**config.mk**
```make
export PLATFORM = sky130hd
export DESIGN_NAME = alc_ctrl
export DESIGN_NICKNAME = d
export VERILOG_FILES = /design/src/alc_pkg.sv /design/src/alc_ctrl.sv /design/src/alc_step_timer.sv
export SDC_FILE = /design/constraint.sdc
export NUM_CORES = 1
export LEC_CHECK = 0
export ABC_AREA = 0
export BUFFER_PORTS_ARGS = -buffer_cell sky130_fd_sc_hd__buf_2
export CAP_MARGIN = 20
export CORE_MARGIN = 2
export CORE_UTILIZATION = 50
export DETAILED_ROUTE_END_ITERATION = 7
export GPL_TIMING_DRIVEN = 0
export PLACE_DENSITY_LB_ADDON = 0.15
export SYNTH_ARGS = -nofsm -noshare
export SYNTH_HDL_FRONTEND = slang
export SYNTH_SLANG_ARGS = --single-unit
export TNS_END_PERCENT = 10
```
**constraint.sdc**
```tcl
create_clock -name i_sys_clk -period 14.9 [get_ports i_sys_clk]
set_clock_uncertainty 0.2 [all_clocks]
set_input_delay 4.47 -clock i_sys_clk [delete_from_list [all_inputs] [get_ports i_sys_clk]]
set_output_delay 4.47 -clock i_sys_clk [all_outputs]
set_load 0.005 [all_outputs]
```
**src/alc_pkg.sv**
```systemverilog
/*
  Constants for the automatic level control configuration block.
  Assumes a 50 MHz system clock and an 8-bit register port with address.
*/
// Operation
// - Release field sets per-step gain rise wait.
// - Attack field sets per-step gain cut wait.
// - Enable bit loads programmed gain as start.
// - Compressor field selects one of four curves.
// - Threshold mode: supply tracking or fixed power.
// - Four-bit threshold code, reset value eleven.
// - Supply tracking codes map to supply percentage.
// - Gain writes ignored while level control enabled.
// - Gain codes saturate at 24 dB code.
package alc_pkg;
  // ***********************************************
  // Register map
  // ***********************************************
  localparam logic [7:0] ADDR_GAIN = 8'h01;
  localparam logic [7:0] ADDR_TIMING = 8'h03;
  localparam logic [7:0] ADDR_MODE = 8'h04;
  localparam logic [7:0] TIMING_RESET = 8'h2b;
  localparam logic [7:0] MODE_RESET = 8'h4b;
  localparam logic [5:0] GAIN_RESET = 6'h22;
  localparam logic [5:0] GAIN_MAX = 6'h2e;
  localparam logic [7:0] TIMING_MASK = 8'h3f;
  localparam int ENABLE_BIT = 7;
  localparam int REL_LSB = 3;
  localparam int ATK_LSB = 0;
  localparam int COMP_LSB = 5;
  localparam int VFIX_BIT = 4;
  // ***********************************************
  // Timing
  // ***********************************************
  localparam int CLK_MHZ = 50;
  localparam int ATTACK_BASE_US = 32;
  localparam int RELEASE_BASE_US = 4000;
  localparam int ATTACK_BASE_CYC = ATTACK_BASE_US * CLK_MHZ;
  localparam int RELEASE_BASE_CYC = RELEASE_BASE_US * CLK_MHZ;
endpackage

```
**src/alc_ctrl.sv**
```systemverilog
/*
  Level control registers and gain stepping engine.
  Assumes a register port from a serial slave and a level comparator input.
*/
`timescale 1ns/1ps
module alc_ctrl #(
  parameter int ATTACK_BASE = alc_pkg::ATTACK_BASE_CYC,
  parameter int RELEASE_BASE = alc_pkg::RELEASE_BASE_CYC
) (
  input wire logic i_sys_clk,
  input wire logic i_rst,
  input wire logic i_ce,
  input wire logic i_wr,
  input wire logic [7:0] i_addr,
  input wire logic [7:0] i_wdata,
  output logic [7:0] o_rdata,
  input wire logic i_over_threshold,
  output logic [5:0] o_gain,
  output logic [1:0] o_comp_mode,
  output logic o_fixed_power,
  output logic [3:0] o_threshold_level_code,
  output logic [6:0] o_threshold_pct
);
  // ***********************************************
  // Registers
  // ***********************************************
  logic [7:0] timing_reg, timing_next;
  logic [7:0] mode_reg, mode_next;
  logic [5:0] right_gain_code_reg, right_gain_code_next;
  logic [5:0] gain_reg, gain_next;
  logic en_d_reg, en_d_next;
  logic level_control_enable;
  logic atk_tick, rel_tick;

  assign level_control_enable = mode_reg[alc_pkg::ENABLE_BIT];

  // Clamp a gain code to the 24 dB ceiling.
  function automatic logic [5:0] clamp_gain(input logic [5:0] g);
    clamp_gain = (g > alc_pkg::GAIN_MAX) ? alc_pkg::GAIN_MAX : g;
  endfunction

  // Register writes and gain stepping.
  always_comb begin
    timing_next = timing_reg;
    mode_next = mode_reg;
    right_gain_code_next = right_gain_code_reg;
    gain_next = gain_reg;
    en_d_next = level_control_enable;
    if (i_wr) begin
      if (i_addr == alc_pkg::ADDR_TIMING) begin
        timing_next = i_wdata & alc_pkg::TIMING_MASK;
      end
      if (i_addr == alc_pkg::ADDR_MODE) begin
        mode_next = i_wdata;
      end
      if (i_addr == alc_pkg::ADDR_GAIN && !level_control_enable) begin
        right_gain_code_next = i_wdata[5:0];
      end
    end
    if (!level_control_enable) begin
      gain_next = clamp_gain(right_gain_code_reg);
    end else if (!en_d_reg) begin
      gain_next = clamp_gain(right_gain_code_reg);
    end else if (i_over_threshold && atk_tick && gain_reg != 6'h00) begin
      gain_next = gain_reg - 6'h01;
    end else if (!i_over_threshold && rel_tick && gain_reg < clamp_gain(right_gain_code_reg)) begin
      gain_next = gain_reg + 6'h01;
    end
  end

  // State registers.
  always_ff @(posedge i_sys_clk or posedge i_rst) begin
    if (i_rst) begin
      timing_reg <= alc_pkg::TIMING_RESET;
      mode_reg <= alc_pkg::MODE_RESET;
      right_gain_code_reg <= alc_pkg::GAIN_RESET;
      gain_reg <= alc_pkg::GAIN_RESET;
      en_d_reg <= 1'b0;
    end else if (i_ce) begin
      timing_reg <= timing_next;
      mode_reg <= mode_next;
      right_gain_code_reg <= right_gain_code_next;
      gain_reg <= gain_next;
      en_d_reg <= en_d_next;
    end
  end

  // ***********************************************
  // Step timers
  // ***********************************************
  // attack interval
  alc_step_timer #(.BASE_CYC(ATTACK_BASE)) u_atk (
    .i_sys_clk(i_sys_clk),
    .i_rst(i_rst),
    .i_ce(i_ce),
    .i_run(level_control_enable & i_over_threshold),
    .i_code(timing_reg[alc_pkg::ATK_LSB +: 3]),
    .o_tick(atk_tick)
  );

  alc_step_timer #(.BASE_CYC(RELEASE_BASE)) u_rel (
    .i_sys_clk(i_sys_clk),
    .i_rst(i_rst),
    .i_ce(i_ce),
    .i_run(level_control_enable & ~i_over_threshold),
    .i_code(timing_reg[alc_pkg::REL_LSB +: 3]),
    .o_tick(rel_tick)
  );

  // Read mux and field outputs.
  always_comb begin
    case (i_addr)
      alc_pkg::ADDR_GAIN: o_rdata = {2'h0, right_gain_code_reg};
      alc_pkg::ADDR_TIMING: o_rdata = timing_reg;
      alc_pkg::ADDR_MODE: o_rdata = mode_reg;
      default: o_rdata = 8'h00;
    endcase
  end

  assign o_comp_mode = mode_reg[alc_pkg::COMP_LSB +: 2];
  assign o_fixed_power = mode_reg[alc_pkg::VFIX_BIT];
  assign o_threshold_level_code = mode_reg[3:0];
  assign o_gain = gain_reg;

  always_comb begin
    case (mode_reg[3:0])
      4'hf: o_threshold_pct = 7'd96;
      4'he: o_threshold_pct = 7'd93;
      4'hd: o_threshold_pct = 7'd90;
      4'hc: o_threshold_pct = 7'd88;
      4'hb: o_threshold_pct = 7'd85;
      default: o_threshold_pct = 7'd0;
    endcase
  end

  // ***********************************************
  // Assertions
  // ***********************************************
  // Locked gain code.
  gain_lock_a: assert property (@(posedge i_sys_clk) disable iff (i_rst)
    (i_ce && level_control_enable) |=> $stable(right_gain_code_reg))
    else $error("Gain changed while locked.");
  gain_write_a: assert property (@(posedge i_sys_clk) disable iff (i_rst)
    (i_ce && i_wr && i_addr == alc_pkg::ADDR_GAIN && !level_control_enable) |=>
    right_gain_code_reg == $past(i_wdata[5:0])) else $error("Gain write lost.");
  gain_cap_a: assert property (@(posedge i_sys_clk) disable iff (i_rst)
    gain_reg <= alc_pkg::GAIN_MAX) else $error("Gain above ceiling.");
  follow_code_a: assert property (@(posedge i_sys_clk) disable iff (i_rst)
    (i_ce && !level_control_enable) |=> gain_reg == clamp_gain($past(right_gain_code_reg)))
    else $error("Gain does not follow code.");
  top_zero_a: assert property (@(posedge i_sys_clk) disable iff (i_rst)
    timing_reg[7:6] == 2'h0) else $error("Timing top bits set.");
  timing_write_a: assert property (@(posedge i_sys_clk) disable iff (i_rst)
    (i_ce && i_wr && i_addr == alc_pkg::ADDR_TIMING) |=>
    timing_reg == ($past(i_wdata) & alc_pkg::TIMING_MASK))
    else $error("Timing write lost.");
  mode_write_a: assert property (@(posedge i_sys_clk) disable iff (i_rst)
    (i_ce && i_wr && i_addr == alc_pkg::ADDR_MODE) |=> mode_reg == $past(i_wdata))
    else $error("Mode write lost.");
  load_gain_a: assert property (@(posedge i_sys_clk) disable iff (i_rst)
    (i_ce && level_control_enable && !en_d_reg) |=>
    gain_reg == clamp_gain($past(right_gain_code_reg))) else $error("Start gain not loaded.");
  attack_dn_a: assert property (@(posedge i_sys_clk) disable iff (i_rst)
    (i_ce && en_d_reg && level_control_enable && i_over_threshold && atk_tick
     && gain_reg != 6'h00) |=> gain_reg == $past(gain_reg) - 6'h01)
    else $error("Attack step missed.");
  release_up_a: assert property (@(posedge i_sys_clk) disable iff (i_rst)
    (i_ce && en_d_reg && level_control_enable && !i_over_threshold && rel_tick
     && gain_reg < clamp_gain(right_gain_code_reg)) |=> gain_reg == $past(gain_reg) + 6'h01)
    else $error("Release step missed.");
  no_rise_a: assert property (@(posedge i_sys_clk) disable iff (i_rst)
    (i_ce && en_d_reg && level_control_enable && i_over_threshold) |=>
    gain_reg <= $past(gain_reg)) else $error("Gain rose over threshold.");
  gain_floor_a: assert property (@(posedge i_sys_clk) disable iff (i_rst)
    (i_ce && en_d_reg && level_control_enable && i_over_threshold && gain_reg == 6'h00)
    |=> gain_reg == 6'h00) else $error("Gain wrapped below floor.");
  rise_cap_a: assert property (@(posedge i_sys_clk) disable iff (i_rst)
    (en_d_reg && level_control_enable) |-> gain_reg <= clamp_gain(right_gain_code_reg))
    else $error("Gain above programmed code.");
  freeze_gain_a: assert property (@(posedge i_sys_clk) disable iff (i_rst)
    !i_ce |=> $stable(gain_reg) && $stable(mode_reg))
    else $error("State moved while frozen.");
  comp_map_a: assert property (@(posedge i_sys_clk) disable iff (i_rst)
    o_comp_mode == mode_reg[alc_pkg::COMP_LSB +: 2]) else $error("Curve select wrong.");
  pct_map_a: assert property (@(posedge i_sys_clk) disable iff (i_rst)
    (mode_reg[3:0] == 4'hb) |-> o_threshold_pct == 7'd85) else $error("Percent map wrong.");

  // ***********************************************
  // Cover points
  // ***********************************************
  attack_c: cover property (@(posedge i_sys_clk) disable iff (i_rst) atk_tick);
  release_c: cover property (@(posedge i_sys_clk) disable iff (i_rst) rel_tick);
  enable_c: cover property (@(posedge i_sys_clk) disable iff (i_rst)
    level_control_enable && !en_d_reg);
  lockout_c: cover property (@(posedge i_sys_clk) disable iff (i_rst)
    i_ce && i_wr && i_addr == alc_pkg::ADDR_GAIN && level_control_enable);
  floor_c: cover property (@(posedge i_sys_clk) disable iff (i_rst)
    level_control_enable && gain_reg == 6'h00);
endmodule

```
**src/alc_step_timer.sv**
```systemverilog
/*
  Step interval timer: pulses once per base period times two to the code.
  Assumes the code is held stable by the caller while counting.
*/
`timescale 1ns/1ps
module alc_step_timer #(
  parameter int BASE_CYC = 1600
) (
  input wire logic i_sys_clk,
  input wire logic i_rst,
  input wire logic i_ce,
  input wire logic i_run,
  input wire logic [2:0] i_code,
  output logic o_tick
);
  logic [31:0] cnt_reg;
  logic [31:0] cnt_next;
  logic [31:0] limit;

  // Count to the base period shifted by the code; wait doubles per code.
  always_comb begin
    limit = (BASE_CYC << i_code) - 1;
    cnt_next = cnt_reg;
    o_tick = 1'b0;
    if (!i_run) begin
      cnt_next = '0;
    end else if (cnt_reg >= limit) begin
      cnt_next = '0;
      o_tick = 1'b1;
    end else begin
      cnt_next = cnt_reg + 32'h1;
    end
  end

  // Register the count.
  always_ff @(posedge i_sys_clk or posedge i_rst) begin
    if (i_rst) begin
      cnt_reg <= '0;
    end else if (i_ce) begin
      cnt_reg <= cnt_next;
    end
  end
endmodule

```
# [After elaboration in Yosys (flattened, before gate mapping)]
# Cells that the tools add are included.
[word_totals] reg_bits=91 input_bits=21 elab_cells=58
[op_classes] addsub=6 eq_ne=9 bitwise=3 n_reduce_logical=12 n_lt_le_gt_ge=4 n_mux=15 n_shift=2
[ops] cell="$mux W32" count=4
[ops] cell="$add A32 B1 Y32 const B" count=2
[ops] cell="$ge A32 B32 Y1" count=2
[ops] cell="$sub A32 B2 Y32 const B" count=2
[ops] cell="$pmux W7 S5" count=1
[ops] cell="$shl A11 B3 Y32 const A" count=1
[ops] cell="$shl A18 B3 Y32 const A" count=1
[ops] cell="$mux W6" count=5
[ops] cell="$pmux W8 S3" count=1
[ops] cell="$eq A4 B4 Y1 const B" count=5
[ops] cell="$reduce_and A3 Y1" count=3
[ops] cell="$eq A8 B1 Y1 const B" count=1
[ops] cell="$eq A8 B2 Y1 const B" count=1
[ops] cell="$eq A8 B3 Y1 const B" count=1
[ops] cell="$add A6 B1 Y6 const B" count=1
[ops] cell="$gt A6 B6 Y1 const B" count=1
[ops] cell="$lt A6 B6 Y1" count=1
[ops] cell="$reduce_bool A6 Y1" count=1
[ops] cell="$sub A6 B1 Y6 const B" count=1
[ops] cell="$logic_and A1 B1 Y1" count=5
[ops] cell="$mux W1" count=4
[ops] cell="$ne A4 B2 Y1 const B" count=1
[ops] cell="$and A1 B1 Y1" count=2
[ops] cell="$logic_not A1 Y1" count=2
[ops] cell="other kinds (2)" count=2

# [Longest topological paths before layout]
[depth] depth_word=11 mapped_depth=24

# [Modules after synthesis]
# A second synthesis with hierarchy kept.
[hier_totals] cells_unflattened=766 hier_area_um2=7169.4
[modules_own_cells] module="alc_step_timer at u_rel" seq_area_each_um2=800.8 cells_each=347 instances=1 area_per_inst_um2=2987.9
[modules_own_cells] module="alc_step_timer at u_atk" seq_area_each_um2=800.8 cells_each=246 instances=1 area_per_inst_um2=2312.2
[modules_own_cells] module="alc_ctrl" seq_area_each_um2=690.7 cells_each=173 instances=1 area_per_inst_um2=1869.3

# [Worst setup path after synthesis]
# Ideal clock, no wire load.
[synth_timing] kind="in2out" start="in i_addr[4]" end="out o_rdata[6]" arrival_ps=5615 t_required_ps=10230 cell_stages=5 path_slack_ps=4615 path_cell_list="or4_1 nor2_1 and3_1 clkbuf_1 and2_1"
[synth_via] elab_chain_len=2
[synth_rtl] item="from (decl)" line_no="alc_ctrl.sv:14" rtl="input wire logic [7:0] i_addr,"
[synth_rtl] item="$eq A8 B3 Y1, or another cell as far along" line_no="alc_ctrl.sv:112" rtl="case (i_addr)"
[synth_rtl] item="$pmux W8 S3 (*)" line_no="alc_ctrl.sv:112"
[synth_rtl] item="to (decl)" line_no="alc_ctrl.sv:16" rtl="output logic [7:0] o_rdata,"
# Every way passes the cells marked *; elsewhere a longest branch is shown, timed or not.

# [Worst setup path in the final report]
[layout_timing] start="in i_addr[4]" end="out o_rdata[1]"
# Same word-level chain as after synthesis.

==> impl_results.md <==
* Run status: finished clean
* Die span in x at 125 um
* Worst R2R Start: timing_reg[3]
* Wire length on met1 at 8670 um
* Wire length of the first global-routing pass at 31200 um
* Clock power frac at 0.404
* Sequential element share of the synthesized area at 0.311
* Launching element type of the critical path: primary input
* Flip-flop and latch count after synthesis at 91
* Data required time at the worst endpoint at 10.23 ns
* Signal arrival time at the worst endpoint at 6.02 ns
* Per-cell routed wire length at 16.5 um
* Pin count of the biggest net entering global routing at 56
* Global Route Usage Sum at 0.241
* TritonCTS Buffers at 9
* Tot Pwr at 541 uW
* Number of DRC violations after detailed-routing iteration 0 at 474
* Length in cells of the worst reg-to-reg path at 23
* Worst Tran Pin Value at 1.04 ns
* Area fraction in compound gates after synthesis at 0.185
* Routed wl met2 at 8700 um
* Number of maximum-capacitance constraint violations at 0
* Post-CTS setup buffer count at 0
* Highest-delay cell along the critical path: or4_1
* Internal at 392 uW
* Async set-or-reset flop fraction in the synthesized netlist at 1.00
* End of the worst register-to-register path: u_rel.cnt_reg[9]
* Number of global-route vias before repair at 6201
* Number of enable flip-flop cells after synthesis at 0
* Synth Flop Type: dfrtp_1
* Quantity of gates resized following cts at 0
* Number of top-level design ports at 49
* Die Span Y at 125 um
* Mean instance size in the synthesized netlist at 8.62 um2
* Final Worst Setup Slack at 4.21 ns
* Post-place setup slack at 4.22 ns
* Placed cell count at 1097
* ANT cells at 0
* Fin. max-slew vios at 0
* Hold wc startpoint: o_gain[5]
* Worst-case register-to-register setup slack at 8.30 ns
* Detailed-routed wire length on met3 at 561 um
* Post-CTS Hold Fix Bufs at 0
* Nets at 1024
* Overall die area at 0.0157 mm2
* Syn. warnings at 0
* Routed vias at 6513
* Core footprint at 0.0145 mm2
* Power per unit of standard cell area at 66.1 mW/mm2
* Leakage power figure at 3.81 nW
* Setup TNS after final layout at 0 ns
* Wire length after detailed routing at 18300 um
* Vias/cell at 5.85
* Post-detailed-route DRC marker count at 0
* Initial core utilization at 0.510
* Final hold violation count at 0
* Max frequency at 0.0936 GHz
* Netlist area before placement at 0.00738 mm2
* Highest routing layer actually used: met4
* Number of rows created at floorplan at 44
* Antenna violations before repair at 0
* Share of cells above drive strength 1 at 0.128
* Clock transition at path regs at 0.07 ns
* Synth Area in Simple Gates at 0.215
* Main combinational cell family by area after synthesis: simple AND/OR/NAND/NOR gates
* Clock Latency Late Sink at 0.35 ns
* Synth Area in Adders at 0.135
* Count of filler cells inserted in the layout at 1386
* TritonCTS clock tree: yes
* Number of sinks on the clock net at 91
* Area Overhead vs Synth at 10.9%
* Normalized max-slew margin at 0.297
* Maximum buffer depth of the clock tree at 2
* Critical Path Sink Type: output pin
* Share of total power consumed by net switching at 0.276
* Share of the cycle needed by the critical path after routing at 0.717
* Total iterations of the first detailed-routing run at 4
* Multiplexer fraction of the synthesized cell area at 0.0520
* RSZ-0062 raised after global routing: no
* Register share of total power at 0.473
* CP Max Fanout at 9
* Capture endpoint of the worst hold path: o_gain[5]
* CTS HTree Levels at 3
* Final setup vio count at 0
* Detail Route Antenna Nets at 0
* Overflow left after global routing at 0
* Count of port buffers added during placement at 46
* Synth cell types at 62
* Cell Count, Final, Fillers Out at 1113
* Cells after synthesis at 856
* Total non-filler cell area in the finished layout at 0.00818 mm2
* IR drop worst, VDD at 0.0536 mV
* Cell area after placement at 0.00791 mm2
* XOR/XNOR share of the synthesized area at 0.0487
* Switching power at 149 uW
* Share of power burned in combinational logic at 0.124
* Cell Chain, Critical Path: buf_2 > or4_1 > nor2_1 > and3_1 > clkbuf_1 > nand2_1 > o21ai_0 > buf_2
* Worst min path class: reg -> reg
* Clock period minus worst slack at 10.69 ns
* Number of stages on the worst hold path at 2
* Type of the worst setup path: in -> out
* Cell mode on critical path: buf_2
* Largest stage delay, worst path at 0.50 ns
* Global placement routability congestion at 0.860
* Half-perimeter wire length after placement at 13700 um
* Clock root buffer: clkbuf_16
routing by layer:
layer,up-vias,GRT usage
met5,-,0
met2,114,0.392
met1,3106,0.326
li1,3266,-
met4,0,0.0837
met3,27,0.0424
how the worst max path moves through the flow:
stage / from / endpoint / slack (ns) / cells past startpoint
global placement: i_addr[4] / o_rdata[3] / 4.24 / 8
global route: i_addr[4] / o_rdata[0] / 4.03 / 8
floorplan: i_addr[4] / o_rdata[6] / 4.62 / 5
finish: i_addr[4] / o_rdata[1] / 4.21 / 8
detailed placement: i_addr[4] / o_rdata[4] / 4.22 / 8
CTS: i_addr[4] / o_rdata[4] / 4.22 / 8
metrics by stage:
| stage | hold WS (ns) | util |
|---|---|---|
| detailed placement | 0.295 | 0.546 |
| floorplan | 0.272 | - |
| global placement | 0.294 | 0.544 |
| global route | 0.328 | 0.565 |
| CTS | 0.305 | 0.565 |
| finish | 0.302 | 0.565 |
cells in the final DEF (no fill, tap or decap), drive strengths merged, types with 19 or more instances in the layout:
cell type	instances
a21o	25
a21oi	43
and3	22
buf	66
clkbuf	37
dfrtp	79
ha	78
inv	39
mux2	19
nand2	86
nand3	37
nor2	46
nor3	30
o21ai	76
xnor2	34
critical path, delay by kind of cell:
| kind | cells | cell delay (ns) |
|---|---|---|
| AOI/OAI and AO/OA | 1 | 0.09 |
| buffers and inverters | 3 | 0.57 |
| and+or+nand+nor | 4 | 0.89 |
cells by family (layout without fill, tap and decap cells):
family          after synthesis  after routing
compound gates              213            213
xor+xnor                     41             41
fa+ha+maj                    79             79
buf+inv                      83            146
flops                        91             91
mux                          36             36
other cells                   1             11
simple gates                312            312
layout make-up:
| cell class | instances | area, um2 | share of cell area |
|---|---|---|---|
| plain buffers | 46 | 256 | 0.0313 |
| clock buffers | 10 | 229 | 0.0280 |
| clock inverters | 6 | 45.0 | 0.00550 |
| inverters | 37 | 141 | 0.0173 |
| multi-input cells | 692 | 4730 | 0.578 |
| flip-flops and latches | 91 | 2290 | 0.280 |
| well taps | 184 | 230 | 0.0281 |
| repair buffers | 47 | 258 | 0.0315 |
power by group through the flow:
stage | clock (mW) | combinational [mW] | sequential, mW
after detailed placement | 0 | 0.0673 | 0.260
after CTS | 0.223 | 0.0674 | 0.255
final | 0.218 | 0.0669 | 0.256
after global routing | 0.236 | 0.0754 | 0.256
after global placement | 0 | 0.0655 | 0.260
after floorplan | 0 | 0.0469 | 0.259
synth_stat cells, drive strengths merged (6+ instances only):
library cell | n | area, um2
dfstp | 12 | 315
mux2i | 17 | 170
inv | 36 | 135
ha | 78 | 976
a221o | 8 | 80.1
nand3 | 37 | 185
nand4 | 17 | 106
xor2 | 7 | 61.3
nor4 | 18 | 113
nand2 | 86 | 323
nor3 | 30 | 150
and2 | 9 | 56.3
nor2 | 46 | 175
xnor2 | 34 | 298
a21oi | 43 | 215
mux2 | 19 | 214
nor3b | 6 | 45.0
or3 | 13 | 82.6
a22o | 18 | 158
dfrtp | 79 | 1980
o21ai | 76 | 380
and4 | 9 | 78.8
clkbuf | 27 | 101
and3 | 22 | 138
buf | 19 | 155
a21o | 25 | 190
(Power assumes the default switching activity.)
